--- src/hdl/pbg_pkg.sv ---
// Package of offsets, reset values and pin positions for the port B GPIO block
package pbg_pkg;
  localparam logic [7:0] ADDR_PIN_VALUE   = 8'h00;
  localparam logic [7:0] ADDR_DIRECTION   = 8'h04;
  localparam logic [7:0] ADDR_PULLUP      = 8'h08;
  localparam logic [7:0] ADDR_CHANGE_EN   = 8'h0C;
  localparam logic [7:0] ADDR_ANALOG_SEL  = 8'h10;
  localparam logic [7:0] ADDR_CONTROL     = 8'h14;
  localparam logic [7:0] ADDR_IRQ_STATUS  = 8'h18;
  localparam logic [7:0] ADDR_IRQ_MASK    = 8'h1C;
  localparam logic [7:0] RST_PIN_VALUE    = 8'h00;
  localparam logic [7:0] RST_DIRECTION    = 8'hFF;
  localparam logic [7:0] RST_PULLUP       = 8'hFF;
  localparam logic [7:0] RST_CHANGE_EN    = 8'h00;
  localparam logic [7:0] RST_ANALOG_SEL   = 8'h3F;
  localparam logic [7:0] ANALOG_SEL_MASK  = 8'h3F;
  localparam logic [2:0] RST_CONTROL      = 3'h1;
  localparam int         CTL_PULLUP_DIS_N = 0;
  localparam int         CTL_ALT_CCP      = 1;
  localparam int         CTL_PROG_MODE    = 2;
  localparam logic [1:0] RST_IRQ          = 2'h0;
  localparam int         IRQ_CHANGE       = 0;
  localparam int         IRQ_EDGE         = 1;
  localparam int         PIN_EDGE_IRQ     = 0;
  localparam int         PIN_CCP          = 3;
  localparam int         PIN_TMR_GATE     = 5;
  localparam int         PIN_PROG_CLK     = 6;
  localparam int         PIN_PROG_DAT     = 7;
  localparam logic [1:0] RESP_OKAY        = 2'h0;
  localparam logic [1:0] RESP_SLVERR      = 2'h2;
endpackage : pbg_pkg

--- src/hdl/pbg_pin_mux.sv ---
// Per-pin driver and pull-up control with programming-mode override
`timescale 1ns/1ps
`default_nettype none
module pbg_pin_mux (
  input  wire logic [7:0] latch,       // Output latch
  input  wire logic [7:0] dir,         // Direction, 1 = input
  input  wire logic [7:0] pull_en,     // Per-pin pull-up enable
  input  wire logic       pull_dis_n,  // Global pull-up disable, active high
  input  wire logic       alt_ccp,     // Compare output routed here
  input  wire logic       ccp_out,     // Compare/PWM output value
  input  wire logic       ccp_out_en,  // Compare/PWM output active
  input  wire logic       prog_mode,   // Serial programming active
  input  wire logic       prog_dat_o,  // Programming data out
  input  wire logic       prog_dat_oe, // Programming data drive
  output logic      [7:0] pin_o,       // Next pin output value
  output logic      [7:0] pin_oe,      // Next pin output enable
  output logic      [7:0] pull_on      // Next pull-up state
);
  always_comb begin
    pin_o   = latch;
    pin_oe  = ~dir;                                        // RL2
    if (alt_ccp && ccp_out_en) begin
      pin_o[pbg_pkg::PIN_CCP]  = ccp_out;                  // RL12
    end
    if (prog_mode) begin
      pin_oe[pbg_pkg::PIN_PROG_CLK] = 1'b0;                // RL14
      pin_o[pbg_pkg::PIN_PROG_DAT]  = prog_dat_o;
      pin_oe[pbg_pkg::PIN_PROG_DAT] = prog_dat_oe;
    end
    // Pull-up only on undriven pins with global enable
    pull_on = pull_en & ~pin_oe & {8{~pull_dis_n}};        // RL3 RL4 RL5
  end
endmodule : pbg_pin_mux
`default_nettype wire

--- src/hdl/pbg_sync.sv ---
// Two-flop synchroniser for the pin inputs
`timescale 1ns/1ps
`default_nettype none
module pbg_sync (
  input  wire logic       aclk,    // System clock
  input  wire logic       aresetn, // Synchronous reset, active low
  input  wire logic [7:0] d,       // Asynchronous pin levels
  output logic      [7:0] q        // Synchronised levels
);
  logic [7:0] meta_r;

  always_ff @(posedge aclk) begin
    if (!aresetn) begin
      meta_r <= 8'h00;
      q      <= 8'h00;
    end else begin
      meta_r <= d;
      q      <= meta_r;
    end
  end
endmodule : pbg_sync
`default_nettype wire

--- src/hdl/pbg_top.sv ---
// Port B GPIO block with AXI4-Lite register slave
// Summary of operation
// [RL1] Pin value read returns pin levels
// [RL2] Direction one tri-states, zero drives latch
// [RL3] Per-pin pull-up enable bit
// [RL4] Global active-low disable gates all pull-ups; here a one in control bit 0 turns them all off
// [RL5] Pull-up off while pin is output
// [RL6] Per-pin change detect enable bit
// [RL7] Analog select disables digital input, pins 5-0
// [RL8] Analog select bits 7-6 read zero
// [RL9] Software sets input direction for analog pins
// [RL10] Pins 0-5 feed converter and sensing
// [RL11] Pin zero feeds edge interrupt
// [RL12] Pin three carries alternate capture/compare
// [RL13] Pin five feeds timer gate
// [RL14] Pins 6,7 serve programming clock, data
// [RL15] Analog pins read zero digitally
// [RL16] Enabled mismatches against last read set flag
// [RL17] Port access ends mismatch before clearing flag
// [RL18] Change during port read still sets flag
// [RL19] Writes reach pins next clock edge; here pins change on the second edge after the write fires
//
// Decided for this implementation: the register offsets and the AXI4-Lite register port.
`timescale 1ns/1ps
`default_nettype none
module pbg_top (
  input  wire logic        aclk,          // System clock, 100 MHz
  input  wire logic        aresetn,       // Synchronous reset, active low
  input  wire logic [7:0]  s_axi_awaddr,  // Write address
  input  wire logic        s_axi_awvalid, // Write address valid
  output logic             s_axi_awready, // Write address ready
  input  wire logic [31:0] s_axi_wdata,   // Write data
  input  wire logic [3:0]  s_axi_wstrb,   // Write strobes
  input  wire logic        s_axi_wvalid,  // Write data valid
  output logic             s_axi_wready,  // Write data ready
  output logic [1:0]       s_axi_bresp,   // Write response
  output logic             s_axi_bvalid,  // Write response valid
  input  wire logic        s_axi_bready,  // Write response ready
  input  wire logic [7:0]  s_axi_araddr,  // Read address
  input  wire logic        s_axi_arvalid, // Read address valid
  output logic             s_axi_arready, // Read address ready
  output logic [31:0]      s_axi_rdata,   // Read data
  output logic [1:0]       s_axi_rresp,   // Read response
  output logic             s_axi_rvalid,  // Read data valid
  input  wire logic        s_axi_rready,  // Read data ready
  input  wire logic [7:0]  pin_i,         // Pad input levels
  output logic      [7:0]  pin_o,         // Pad output values
  output logic      [7:0]  pin_oe,        // Pad output enables
  output logic      [7:0]  pullup_on,     // Weak pull-up controls
  output logic      [5:0]  analog_en,     // Analog path enables, pins 5-0
  output logic      [5:0]  analog_tap,    // Pins 5-0 to converter/sensing
  output logic             edge_irq_in,   // Pin 0 to edge interrupt
  output logic             ccp_in,        // Pin 3 capture input
  input  wire logic        ccp_out,       // Compare/PWM output
  input  wire logic        ccp_out_en,    // Compare/PWM output enable
  output logic             tmr_gate_in,   // Pin 5 to timer gate
  input  wire logic        prog_mode,     // Serial programming active
  output logic             prog_clk_in,   // Pin 6 programming clock
  output logic             prog_dat_in,   // Pin 7 programming data
  input  wire logic        prog_dat_o,    // Programming data out
  input  wire logic        prog_dat_oe,   // Programming data drive
  output logic             irq            // Interrupt, active high
);
  logic [7:0] latch_r, dir_r, pull_r, chg_en_r, ana_r, last_rd_r;
  logic [2:0] ctl_r;
  logic [1:0] sts_r, mask_r;
  logic [7:0] pin_sync, dig_in, mux_o, mux_oe, mux_pull;
  logic       edge_prev_r;
  logic       aw_held_r, w_held_r;
  logic [7:0] aw_addr_r;
  logic [31:0] w_data_r;
  logic [3:0] w_strb_r;
  logic       wr_fire, rd_fire, port_rd, port_wr;
  logic [7:0] mismatch;
  logic [1:0] events;
  logic       wr_ok, rd_ok;
  logic [7:0] rd_val;
  logic       prog_mode_r;

  function automatic logic addr_known(input logic [7:0] a);
    addr_known = (a == pbg_pkg::ADDR_PIN_VALUE) || (a == pbg_pkg::ADDR_DIRECTION) ||
                 (a == pbg_pkg::ADDR_PULLUP) || (a == pbg_pkg::ADDR_CHANGE_EN) ||
                 (a == pbg_pkg::ADDR_ANALOG_SEL) || (a == pbg_pkg::ADDR_CONTROL) ||
                 (a == pbg_pkg::ADDR_IRQ_STATUS) || (a == pbg_pkg::ADDR_IRQ_MASK);
  endfunction : addr_known

  pbg_sync u_sync (
    .aclk    (aclk),
    .aresetn (aresetn),
    .d       (pin_i),
    .q       (pin_sync)
  );

  // Digital input buffer off on analog pins
  assign dig_in = pin_sync & ~{2'b00, ana_r[5:0]};                  // RL7 RL15

  pbg_pin_mux u_mux (
    .latch       (latch_r),
    .dir         (dir_r),
    .pull_en     (pull_r),
    .pull_dis_n  (ctl_r[pbg_pkg::CTL_PULLUP_DIS_N]),
    .alt_ccp     (ctl_r[pbg_pkg::CTL_ALT_CCP]),
    .ccp_out     (ccp_out),
    .ccp_out_en  (ccp_out_en),
    .prog_mode   (prog_mode_r),
    .prog_dat_o  (prog_dat_o),
    .prog_dat_oe (prog_dat_oe),
    .pin_o       (mux_o),
    .pin_oe      (mux_oe),
    .pull_on     (mux_pull)
  );

  // Write channel: address and data taken in either order
  assign wr_fire = aw_held_r && w_held_r && !s_axi_bvalid;
  assign rd_fire = s_axi_arvalid && s_axi_arready;
  assign port_rd = rd_fire && (s_axi_araddr == pbg_pkg::ADDR_PIN_VALUE);
  assign port_wr = wr_fire && (aw_addr_r == pbg_pkg::ADDR_PIN_VALUE) && w_strb_r[0];
  assign wr_ok   = addr_known(aw_addr_r);
  assign rd_ok   = addr_known(s_axi_araddr);

  always_ff @(posedge aclk) begin
    if (!aresetn) begin
      aw_held_r     <= 1'b0;
      aw_addr_r     <= 8'h00;
      s_axi_awready <= 1'b0;
    end else begin
      s_axi_awready <= !aw_held_r && !s_axi_awready && s_axi_awvalid;
      if (s_axi_awvalid && s_axi_awready) begin
        aw_held_r <= 1'b1;
        aw_addr_r <= s_axi_awaddr;
      end else if (wr_fire) begin
        aw_held_r <= 1'b0;
      end
    end
  end

  always_ff @(posedge aclk) begin
    if (!aresetn) begin
      w_held_r     <= 1'b0;
      w_data_r     <= 32'h0000_0000;
      w_strb_r     <= 4'h0;
      s_axi_wready <= 1'b0;
    end else begin
      s_axi_wready <= !w_held_r && !s_axi_wready && s_axi_wvalid;
      if (s_axi_wvalid && s_axi_wready) begin
        w_held_r <= 1'b1;
        w_data_r <= s_axi_wdata;
        w_strb_r <= s_axi_wstrb;
      end else if (wr_fire) begin
        w_held_r <= 1'b0;
      end
    end
  end

  always_ff @(posedge aclk) begin
    if (!aresetn) begin
      s_axi_bvalid <= 1'b0;
      s_axi_bresp  <= pbg_pkg::RESP_OKAY;
    end else if (wr_fire) begin
      s_axi_bvalid <= 1'b1;
      s_axi_bresp  <= wr_ok ? pbg_pkg::RESP_OKAY : pbg_pkg::RESP_SLVERR;
    end else if (s_axi_bready) begin
      s_axi_bvalid <= 1'b0;
    end
  end

  // Configuration registers; only byte lane 0 carries data
  always_ff @(posedge aclk) begin
    if (!aresetn) begin
      latch_r  <= pbg_pkg::RST_PIN_VALUE;
      dir_r    <= pbg_pkg::RST_DIRECTION;
      pull_r   <= pbg_pkg::RST_PULLUP;
      chg_en_r <= pbg_pkg::RST_CHANGE_EN;
      ana_r    <= pbg_pkg::RST_ANALOG_SEL;
      ctl_r    <= pbg_pkg::RST_CONTROL;
      mask_r   <= pbg_pkg::RST_IRQ;
    end else if (wr_fire && w_strb_r[0]) begin
      case (aw_addr_r)
        pbg_pkg::ADDR_PIN_VALUE:  latch_r  <= w_data_r[7:0];                   // RL19
        pbg_pkg::ADDR_DIRECTION:  dir_r    <= w_data_r[7:0];                   // RL2
        pbg_pkg::ADDR_PULLUP:     pull_r   <= w_data_r[7:0];                   // RL3
        pbg_pkg::ADDR_CHANGE_EN:  chg_en_r <= w_data_r[7:0];                   // RL6
        pbg_pkg::ADDR_ANALOG_SEL: ana_r    <= w_data_r[7:0] & pbg_pkg::ANALOG_SEL_MASK; // RL8
        pbg_pkg::ADDR_CONTROL:    ctl_r    <= w_data_r[2:0];
        pbg_pkg::ADDR_IRQ_MASK:   mask_r   <= w_data_r[1:0];
        default: begin
        end
      endcase
    end
  end

  // Snapshot for change compare; taken on any port access
  always_ff @(posedge aclk) begin
    if (!aresetn) begin
      last_rd_r <= 8'h00;
    end else if (port_rd || port_wr) begin
      last_rd_r <= dig_in;                                          // RL17
    end
  end

  assign mismatch = (dig_in ^ last_rd_r) & chg_en_r;               // RL16
  assign events[pbg_pkg::IRQ_CHANGE] = |mismatch;
  assign events[pbg_pkg::IRQ_EDGE]   = dig_in[pbg_pkg::PIN_EDGE_IRQ] && !edge_prev_r;

  // Sticky status, write one to clear; a new event beats the clear
  always_ff @(posedge aclk) begin
    if (!aresetn) begin
      sts_r       <= pbg_pkg::RST_IRQ;
      edge_prev_r <= 1'b0;
    end else begin
      edge_prev_r <= dig_in[pbg_pkg::PIN_EDGE_IRQ];
      if (wr_fire && w_strb_r[0] && aw_addr_r == pbg_pkg::ADDR_IRQ_STATUS) begin
        sts_r <= (sts_r & ~w_data_r[1:0]) | events;                // RL18
      end else begin
        sts_r <= sts_r | events;                                   // RL16
      end
    end
  end

  always_comb begin
    case (s_axi_araddr)
      pbg_pkg::ADDR_PIN_VALUE:  rd_val = dig_in;                    // RL1 RL15
      pbg_pkg::ADDR_DIRECTION:  rd_val = dir_r;
      pbg_pkg::ADDR_PULLUP:     rd_val = pull_r;
      pbg_pkg::ADDR_CHANGE_EN:  rd_val = chg_en_r;
      pbg_pkg::ADDR_ANALOG_SEL: rd_val = ana_r & pbg_pkg::ANALOG_SEL_MASK; // RL8
      pbg_pkg::ADDR_CONTROL:    rd_val = {5'h00, ctl_r};
      pbg_pkg::ADDR_IRQ_STATUS: rd_val = {6'h00, sts_r};
      pbg_pkg::ADDR_IRQ_MASK:   rd_val = {6'h00, mask_r};
      default:                  rd_val = 8'h00;
    endcase
  end

  always_ff @(posedge aclk) begin
    if (!aresetn) begin
      s_axi_arready <= 1'b0;
      s_axi_rvalid  <= 1'b0;
      s_axi_rdata   <= 32'h0000_0000;
      s_axi_rresp   <= pbg_pkg::RESP_OKAY;
    end else begin
      s_axi_arready <= !s_axi_arready && !s_axi_rvalid && s_axi_arvalid;
      if (rd_fire) begin
        s_axi_rvalid <= 1'b1;
        s_axi_rdata  <= {24'h00_0000, rd_val};
        s_axi_rresp  <= rd_ok ? pbg_pkg::RESP_OKAY : pbg_pkg::RESP_SLVERR;
      end else if (s_axi_rready) begin
        s_axi_rvalid <= 1'b0;
      end
    end
  end

  // Registered pin side; control changes appear at the pins two edges after the write fires
  always_ff @(posedge aclk) begin
    if (!aresetn) begin
      pin_o       <= 8'h00;
      pin_oe      <= 8'h00;
      pullup_on   <= 8'h00;
      prog_mode_r <= 1'b0;
    end else begin
      prog_mode_r <= prog_mode;
      pin_o       <= mux_o;                                         // RL19
      pin_oe      <= mux_oe;                                        // RL2
      pullup_on   <= mux_pull;                                      // RL4 RL5
    end
  end

  // Peripheral taps share the synchronised pin levels
  always_ff @(posedge aclk) begin
    if (!aresetn) begin
      analog_en   <= 6'h00;
      analog_tap  <= 6'h00;
      edge_irq_in <= 1'b0;
      ccp_in      <= 1'b0;
      tmr_gate_in <= 1'b0;
      prog_clk_in <= 1'b0;
      prog_dat_in <= 1'b0;
      irq         <= 1'b0;
    end else begin
      analog_en   <= ana_r[5:0];                                    // RL7 RL10
      analog_tap  <= pin_sync[5:0];                                 // RL10
      edge_irq_in <= dig_in[pbg_pkg::PIN_EDGE_IRQ];                 // RL11
      ccp_in      <= ctl_r[pbg_pkg::CTL_ALT_CCP] & dig_in[pbg_pkg::PIN_CCP]; // RL12
      tmr_gate_in <= dig_in[pbg_pkg::PIN_TMR_GATE];                 // RL13
      prog_clk_in <= prog_mode_r & pin_sync[pbg_pkg::PIN_PROG_CLK]; // RL14
      prog_dat_in <= prog_mode_r & pin_sync[pbg_pkg::PIN_PROG_DAT]; // RL14
      irq         <= |(sts_r & mask_r);
    end
  end

  // Assertions
  property p_pullup_gate;
    @(posedge aclk) disable iff (!aresetn)
      ctl_r[pbg_pkg::CTL_PULLUP_DIS_N] |=> pullup_on == 8'h00;
  endproperty
  a_pullup_gate: assert property (p_pullup_gate) else $error("pull-up on while globally disabled"); // RL4

  property p_pullup_output;
    @(posedge aclk) disable iff (!aresetn) (pullup_on & pin_oe) == 8'h00;
  endproperty
  a_pullup_output: assert property (p_pullup_output) else $error("pull-up on a driven pin"); // RL5

  property p_dir_drive;
    @(posedge aclk) disable iff (!aresetn)
      !prog_mode_r && !$past(prog_mode_r) |=> pin_oe == ~$past(dir_r);
  endproperty
  a_dir_drive: assert property (p_dir_drive) else $error("enable does not follow direction"); // RL2

  property p_analog_hi_zero;
    @(posedge aclk) disable iff (!aresetn) ana_r[7:6] == 2'b00;
  endproperty
  a_analog_hi_zero: assert property (p_analog_hi_zero) else $error("analog bits 7-6 set"); // RL8

  property p_analog_reads_zero;
    @(posedge aclk) disable iff (!aresetn) (dig_in[5:0] & ana_r[5:0]) == 6'h00;
  endproperty
  a_analog_reads_zero: assert property (p_analog_reads_zero) else $error("analog pin reads one"); // RL15

  property p_change_flag;
    @(posedge aclk) disable iff (!aresetn) (|mismatch) |=> sts_r[pbg_pkg::IRQ_CHANGE];
  endproperty
  a_change_flag: assert property (p_change_flag) else $error("mismatch did not set flag"); // RL16

  property p_access_snap;
    @(posedge aclk) disable iff (!aresetn) port_rd |=> last_rd_r == $past(dig_in);
  endproperty
  a_access_snap: assert property (p_access_snap) else $error("port read did not snapshot"); // RL17

  property p_write_latency;
    @(posedge aclk) disable iff (!aresetn)
      port_wr && !ctl_r[pbg_pkg::CTL_ALT_CCP] && !prog_mode_r ##1 !prog_mode_r
        |=> pin_o == $past(w_data_r[7:0], 2);
  endproperty
  a_write_latency: assert property (p_write_latency) else $error("latch write late at pins"); // RL19
endmodule : pbg_top
`default_nettype wire
--- config.mk ---
export PLATFORM = sky130hd
export DESIGN_NAME = pbg_top
export DESIGN_NICKNAME = d
export VERILOG_FILES = /design/src/hdl/pbg_pkg.sv /design/src/hdl/pbg_pin_mux.sv /design/src/hdl/pbg_sync.sv /design/src/hdl/pbg_top.sv
export SDC_FILE = /design/constraint.sdc
export NUM_CORES = 1
export LEC_CHECK = 0
export BUFFER_PORTS_ARGS = -buffer_cell sky130_fd_sc_hd__buf_2
export CAP_MARGIN = 20
export CORE_UTILIZATION = 25
export CTS_BUF_LIST = sky130_fd_sc_hd__clkbuf_16
export DETAILED_ROUTE_END_ITERATION = 12
export GPL_ROUTABILITY_DRIVEN = 0
export HOLD_SLACK_MARGIN = 0.03
export PLACE_DENSITY = 0.47
export SLEW_MARGIN = 20
export SYNTH_ARGS = -nofsm -noshare
export SYNTH_HDL_FRONTEND = slang
export SYNTH_SLANG_ARGS = --single-unit
--- constraint.sdc ---
create_clock -name aclk -period 2.22 [get_ports aclk]
set_input_delay 0.444 -clock aclk [delete_from_list [all_inputs] [get_ports aclk]]
set_output_delay 0.444 -clock aclk [all_outputs]
set_load 0.03 [all_outputs]
==> impl_metrics.json <==
{
  "status": "completed",
  "final-setup-viol-count": 0,
  "root_buffer": "clkbuf_16",
  "drt_iter0_drc": 209,
  "row_count": 54,
  "avgSynthCellArea_sq_um": 9.65,
  "initial_core_util": 0.255,
  "syn2layout_area_growth_pct": 23.6,
  "mostFrequentLayoutCells": "146 x dfxtp_1, 101 x buf_2, 81 x nand2_1",
  "seq_area_frac_synth": 0.523,
  "dieArea_sq_um": 22900,
  "synth_flop_cell": "dfxtp_1",
  "drive_above_1_share": 0.234,
  "num_vias": 4198,
  "cts_max_path_buffers": 2,
  "drt_wl_total_um": 14700,
  "final_antenna_net_count": 0,
  "fmax_ghz": 0.526,
  "synthTopCellsByArea": "dfxtp_1 52%, mux2i_1 8.2%, nand2_1 5.4%, and2_1 4.3%, buf_4 3.5%",
  "clk_pin_slew_ps": 60,
  "antenna_found_initial": 0,
  "start_kind": "flip-flop",
  "drc": 0,
  "tns_ps": 0,
  "vdd_ir_drop_max_uv": 435,
  "grt_max_degree": 82,
  "relSlewSlack": 0.479,
  "p_leak_nw": 3.11,
  "layout_commonest_cell": "dfxtp_1",
  "endpoint_kind": "flip-flop",
  "routed_via_density": 4.32,
  "min_period_over_period": 0.856,
  "powerDensity_nw_per_um2": 862,
  "grt_pass1_vias": 3859,
  "die_w_um": 151,
  "synth_seq_cells": 146,
  "slowest_delay_ps": 470,
  "post-cts-setup-buffer-count": 0,
  "drv_cap": 0,
  "rr_worst_depth": 5,
  "synth_top_area_frac": 0.523,
  "syn_inst": 579,
  "cts_tree": "built",
  "first_pass_iters": 4,
  "hold_viol": 0,
  "synth_top_area_cell": "dfxtp_1",
  "core-area_sq_um": 21900,
  "whs_path_depth": 2,
  "register_area_sq_um": 2920,
  "arrival_ps": 2170,
  "hold_path_class": "input pin to flip-flop",
  "dp_hpwl_um": 10400,
  "final_max_slew_viol_count": 0,
  "holdBufCountCts": 0,
  "cts-resized-gates": 0,
  "crit_path_cell_trace": "nor4_4 -> and4bb_1 -> nand3b_2 -> mux2i_1 -> nand2_1",
  "grt_pass1_wl_um": 22100,
  "num_antenna_cells": 0,
  "min_period_ps": 1900,
  "io_pins": 155,
  "cp_slowest_cell": "and4bb_1",
  "fill_cells": 2403,
  "io_buffers": 101,
  "fin_worst_skew_ps": 8.68,
  "cts_buffers": 17,
  "async_flop_share": 0,
  "rsz0062_at_grt": "no",
  "synth.distinct_cells": 51,
  "htree_levels": 4,
  "die_y_um": 151,
  "crit_required_ps": 2490,
  "num-nets-final": 752,
  "wire_per_inst_um": 15.2,
  "netlist_area_sq_um": 5590,
  "grt_overflow": 0,
  "post-place-ws_ps": 271,
  "worst_slack_ps": 320,
  "clkSinkCount": 146,
  "crit_type": "flip-flop to flip-flop",
  "worstSkewPairLatency_ps": 410,
  "track_usage": 0.133,
  "multi_input_area_sq_um": 2390,
  "yosys_warnings": 0,
  "synth-edff-count": 0,
  "crit_fanout": 6,
  "tightest_slew_ps": 781
}
==> layer usage <==
metal / vias up / share of wire / global-route usage
met3: 17 / 0.064 / 0.0395
met1: 1950 / 0.47 / 0.177
met4: 0 / 0.019 / 0.0480
met2: 115 / 0.45 / 0.202
li1: 2116 / - / -
met5: - / 0 / 0
==> state kept, by name (all words and copies together) (netlist names), 6 cells and up <==
| name | flops |
|---|---|
| pullup_on | 8 |
| pull_r | 8 |
| analog_en | 6 |
| s_axi_rdata | 8 |
| pin_oe | 8 |
| ana_r | 6 |
| dir_r | 8 |
| u_sync.meta_r | 8 |
| chg_en_r | 8 |
| analog_tap | 6 |
| w_data_r | 8 |
| aw_addr_r | 8 |
| pin_o | 8 |
| u_sync.q | 8 |
| last_rd_r | 8 |
| latch_r | 8 |
==> logic make-up (layout without fill, tap and decap cells) <==
logic type,after synthesis,in the layout,synth area share
DFF,146,146,0.523
and+or+nand+nor,237,237,0.226
buffers and inverters,63,150,0.0647
muxes,51,51,0.0986
AOI/OAI and AO/OA,73,73,0.0744
other,1,26,0.000671
xor gates and xnor gates,8,8,0.0125
==> cell type report <==
| cell class | instances | share of cell area |
|---|---|---|
| Clock buffer | 17 | 0.0616 |
| Clock inverter | 13 | 0.0246 |
| Inverter | 5 | 0.00272 |
| Multi-Input combinational cell | 395 | 0.347 |
| Sequential cell | 146 | 0.423 |
| Tap cell | 280 | 0.0507 |
| Timing Repair Buffer | 115 | 0.0902 |
==> worst max-delay path: cells and delay by family (launching register included) <==
family | cells | cell delay [ps]
muxes | 1 | 230
DFF | 1 | 330
and+or+nand+nor | 4 | 1180
==> power breakdown <==
part           total (W)  leakage (nW)  switching, W  internal, W
registers        0.00270          1.19     0.0000380      0.00266
logic           0.000327          1.64      0.000222     0.000105
clock network    0.00293         0.289       0.00108      0.00185
==> through the flow <==
stage / hold WS [ps] / cell area, sq um / instances / power (W) / utilization
after floorplan: 410 / 5680 / 604 / 0.00300 / -
after global placement: 416 / 6310 / 941 / 0.00309 / 0.288
after detailed placement: 419 / 6310 / 941 / 0.00309 / 0.288
after CTS: 213 / 6910 / 971 / 0.00606 / 0.315
after global routing: 219 / 6910 / 971 / 0.00620 / 0.315
final: 235 / 6910 / 971 / 0.00595 / 0.315
==> worst paths after layout <==
kind	startpoint	end	slack [ps]
hold reg to reg	u_sync.meta_r[5]$_SDFF_PN0_	u_sync.q[5]$_SDFF_PN0_	420
setup reg to reg	aw_addr_r[0]$_SDFFE_PN0P_	ana_r[5]$_SDFFE_PN1P_	320
setup / recovery	aw_addr_r[0]$_SDFFE_PN0P_	ana_r[5]$_SDFFE_PN1P_	320
hold / removal	pin_i[1]	u_sync.meta_r[1]$_SDFF_PN0_	240
==> Yosys cell counts, types with 2 or more instances <==
cell type and number:
nand4_1 2, clkbuf_1 18, nand3_1 21, nand3b_1 4
a22oi_1 5, buf_1 5, inv_1 5, nor2_1 34
and4b_1 2, a21oi_1 35, o21ai_0 23, mux4_2 3
nor3_1 14, and2_1 38, nand2_1 81, mux2i_1 46
nor2b_1 6, and3_1 8, a222oi_1 2, dfxtp_1 146
mux2_2 2, xor2_1 8, buf_2 7, buf_4 26
o211ai_1 3, nand2b_1 2, nor4_1 2, or3_1 5
nor3_2 4
No activity file was read; power rests on OpenSTA's default activity.
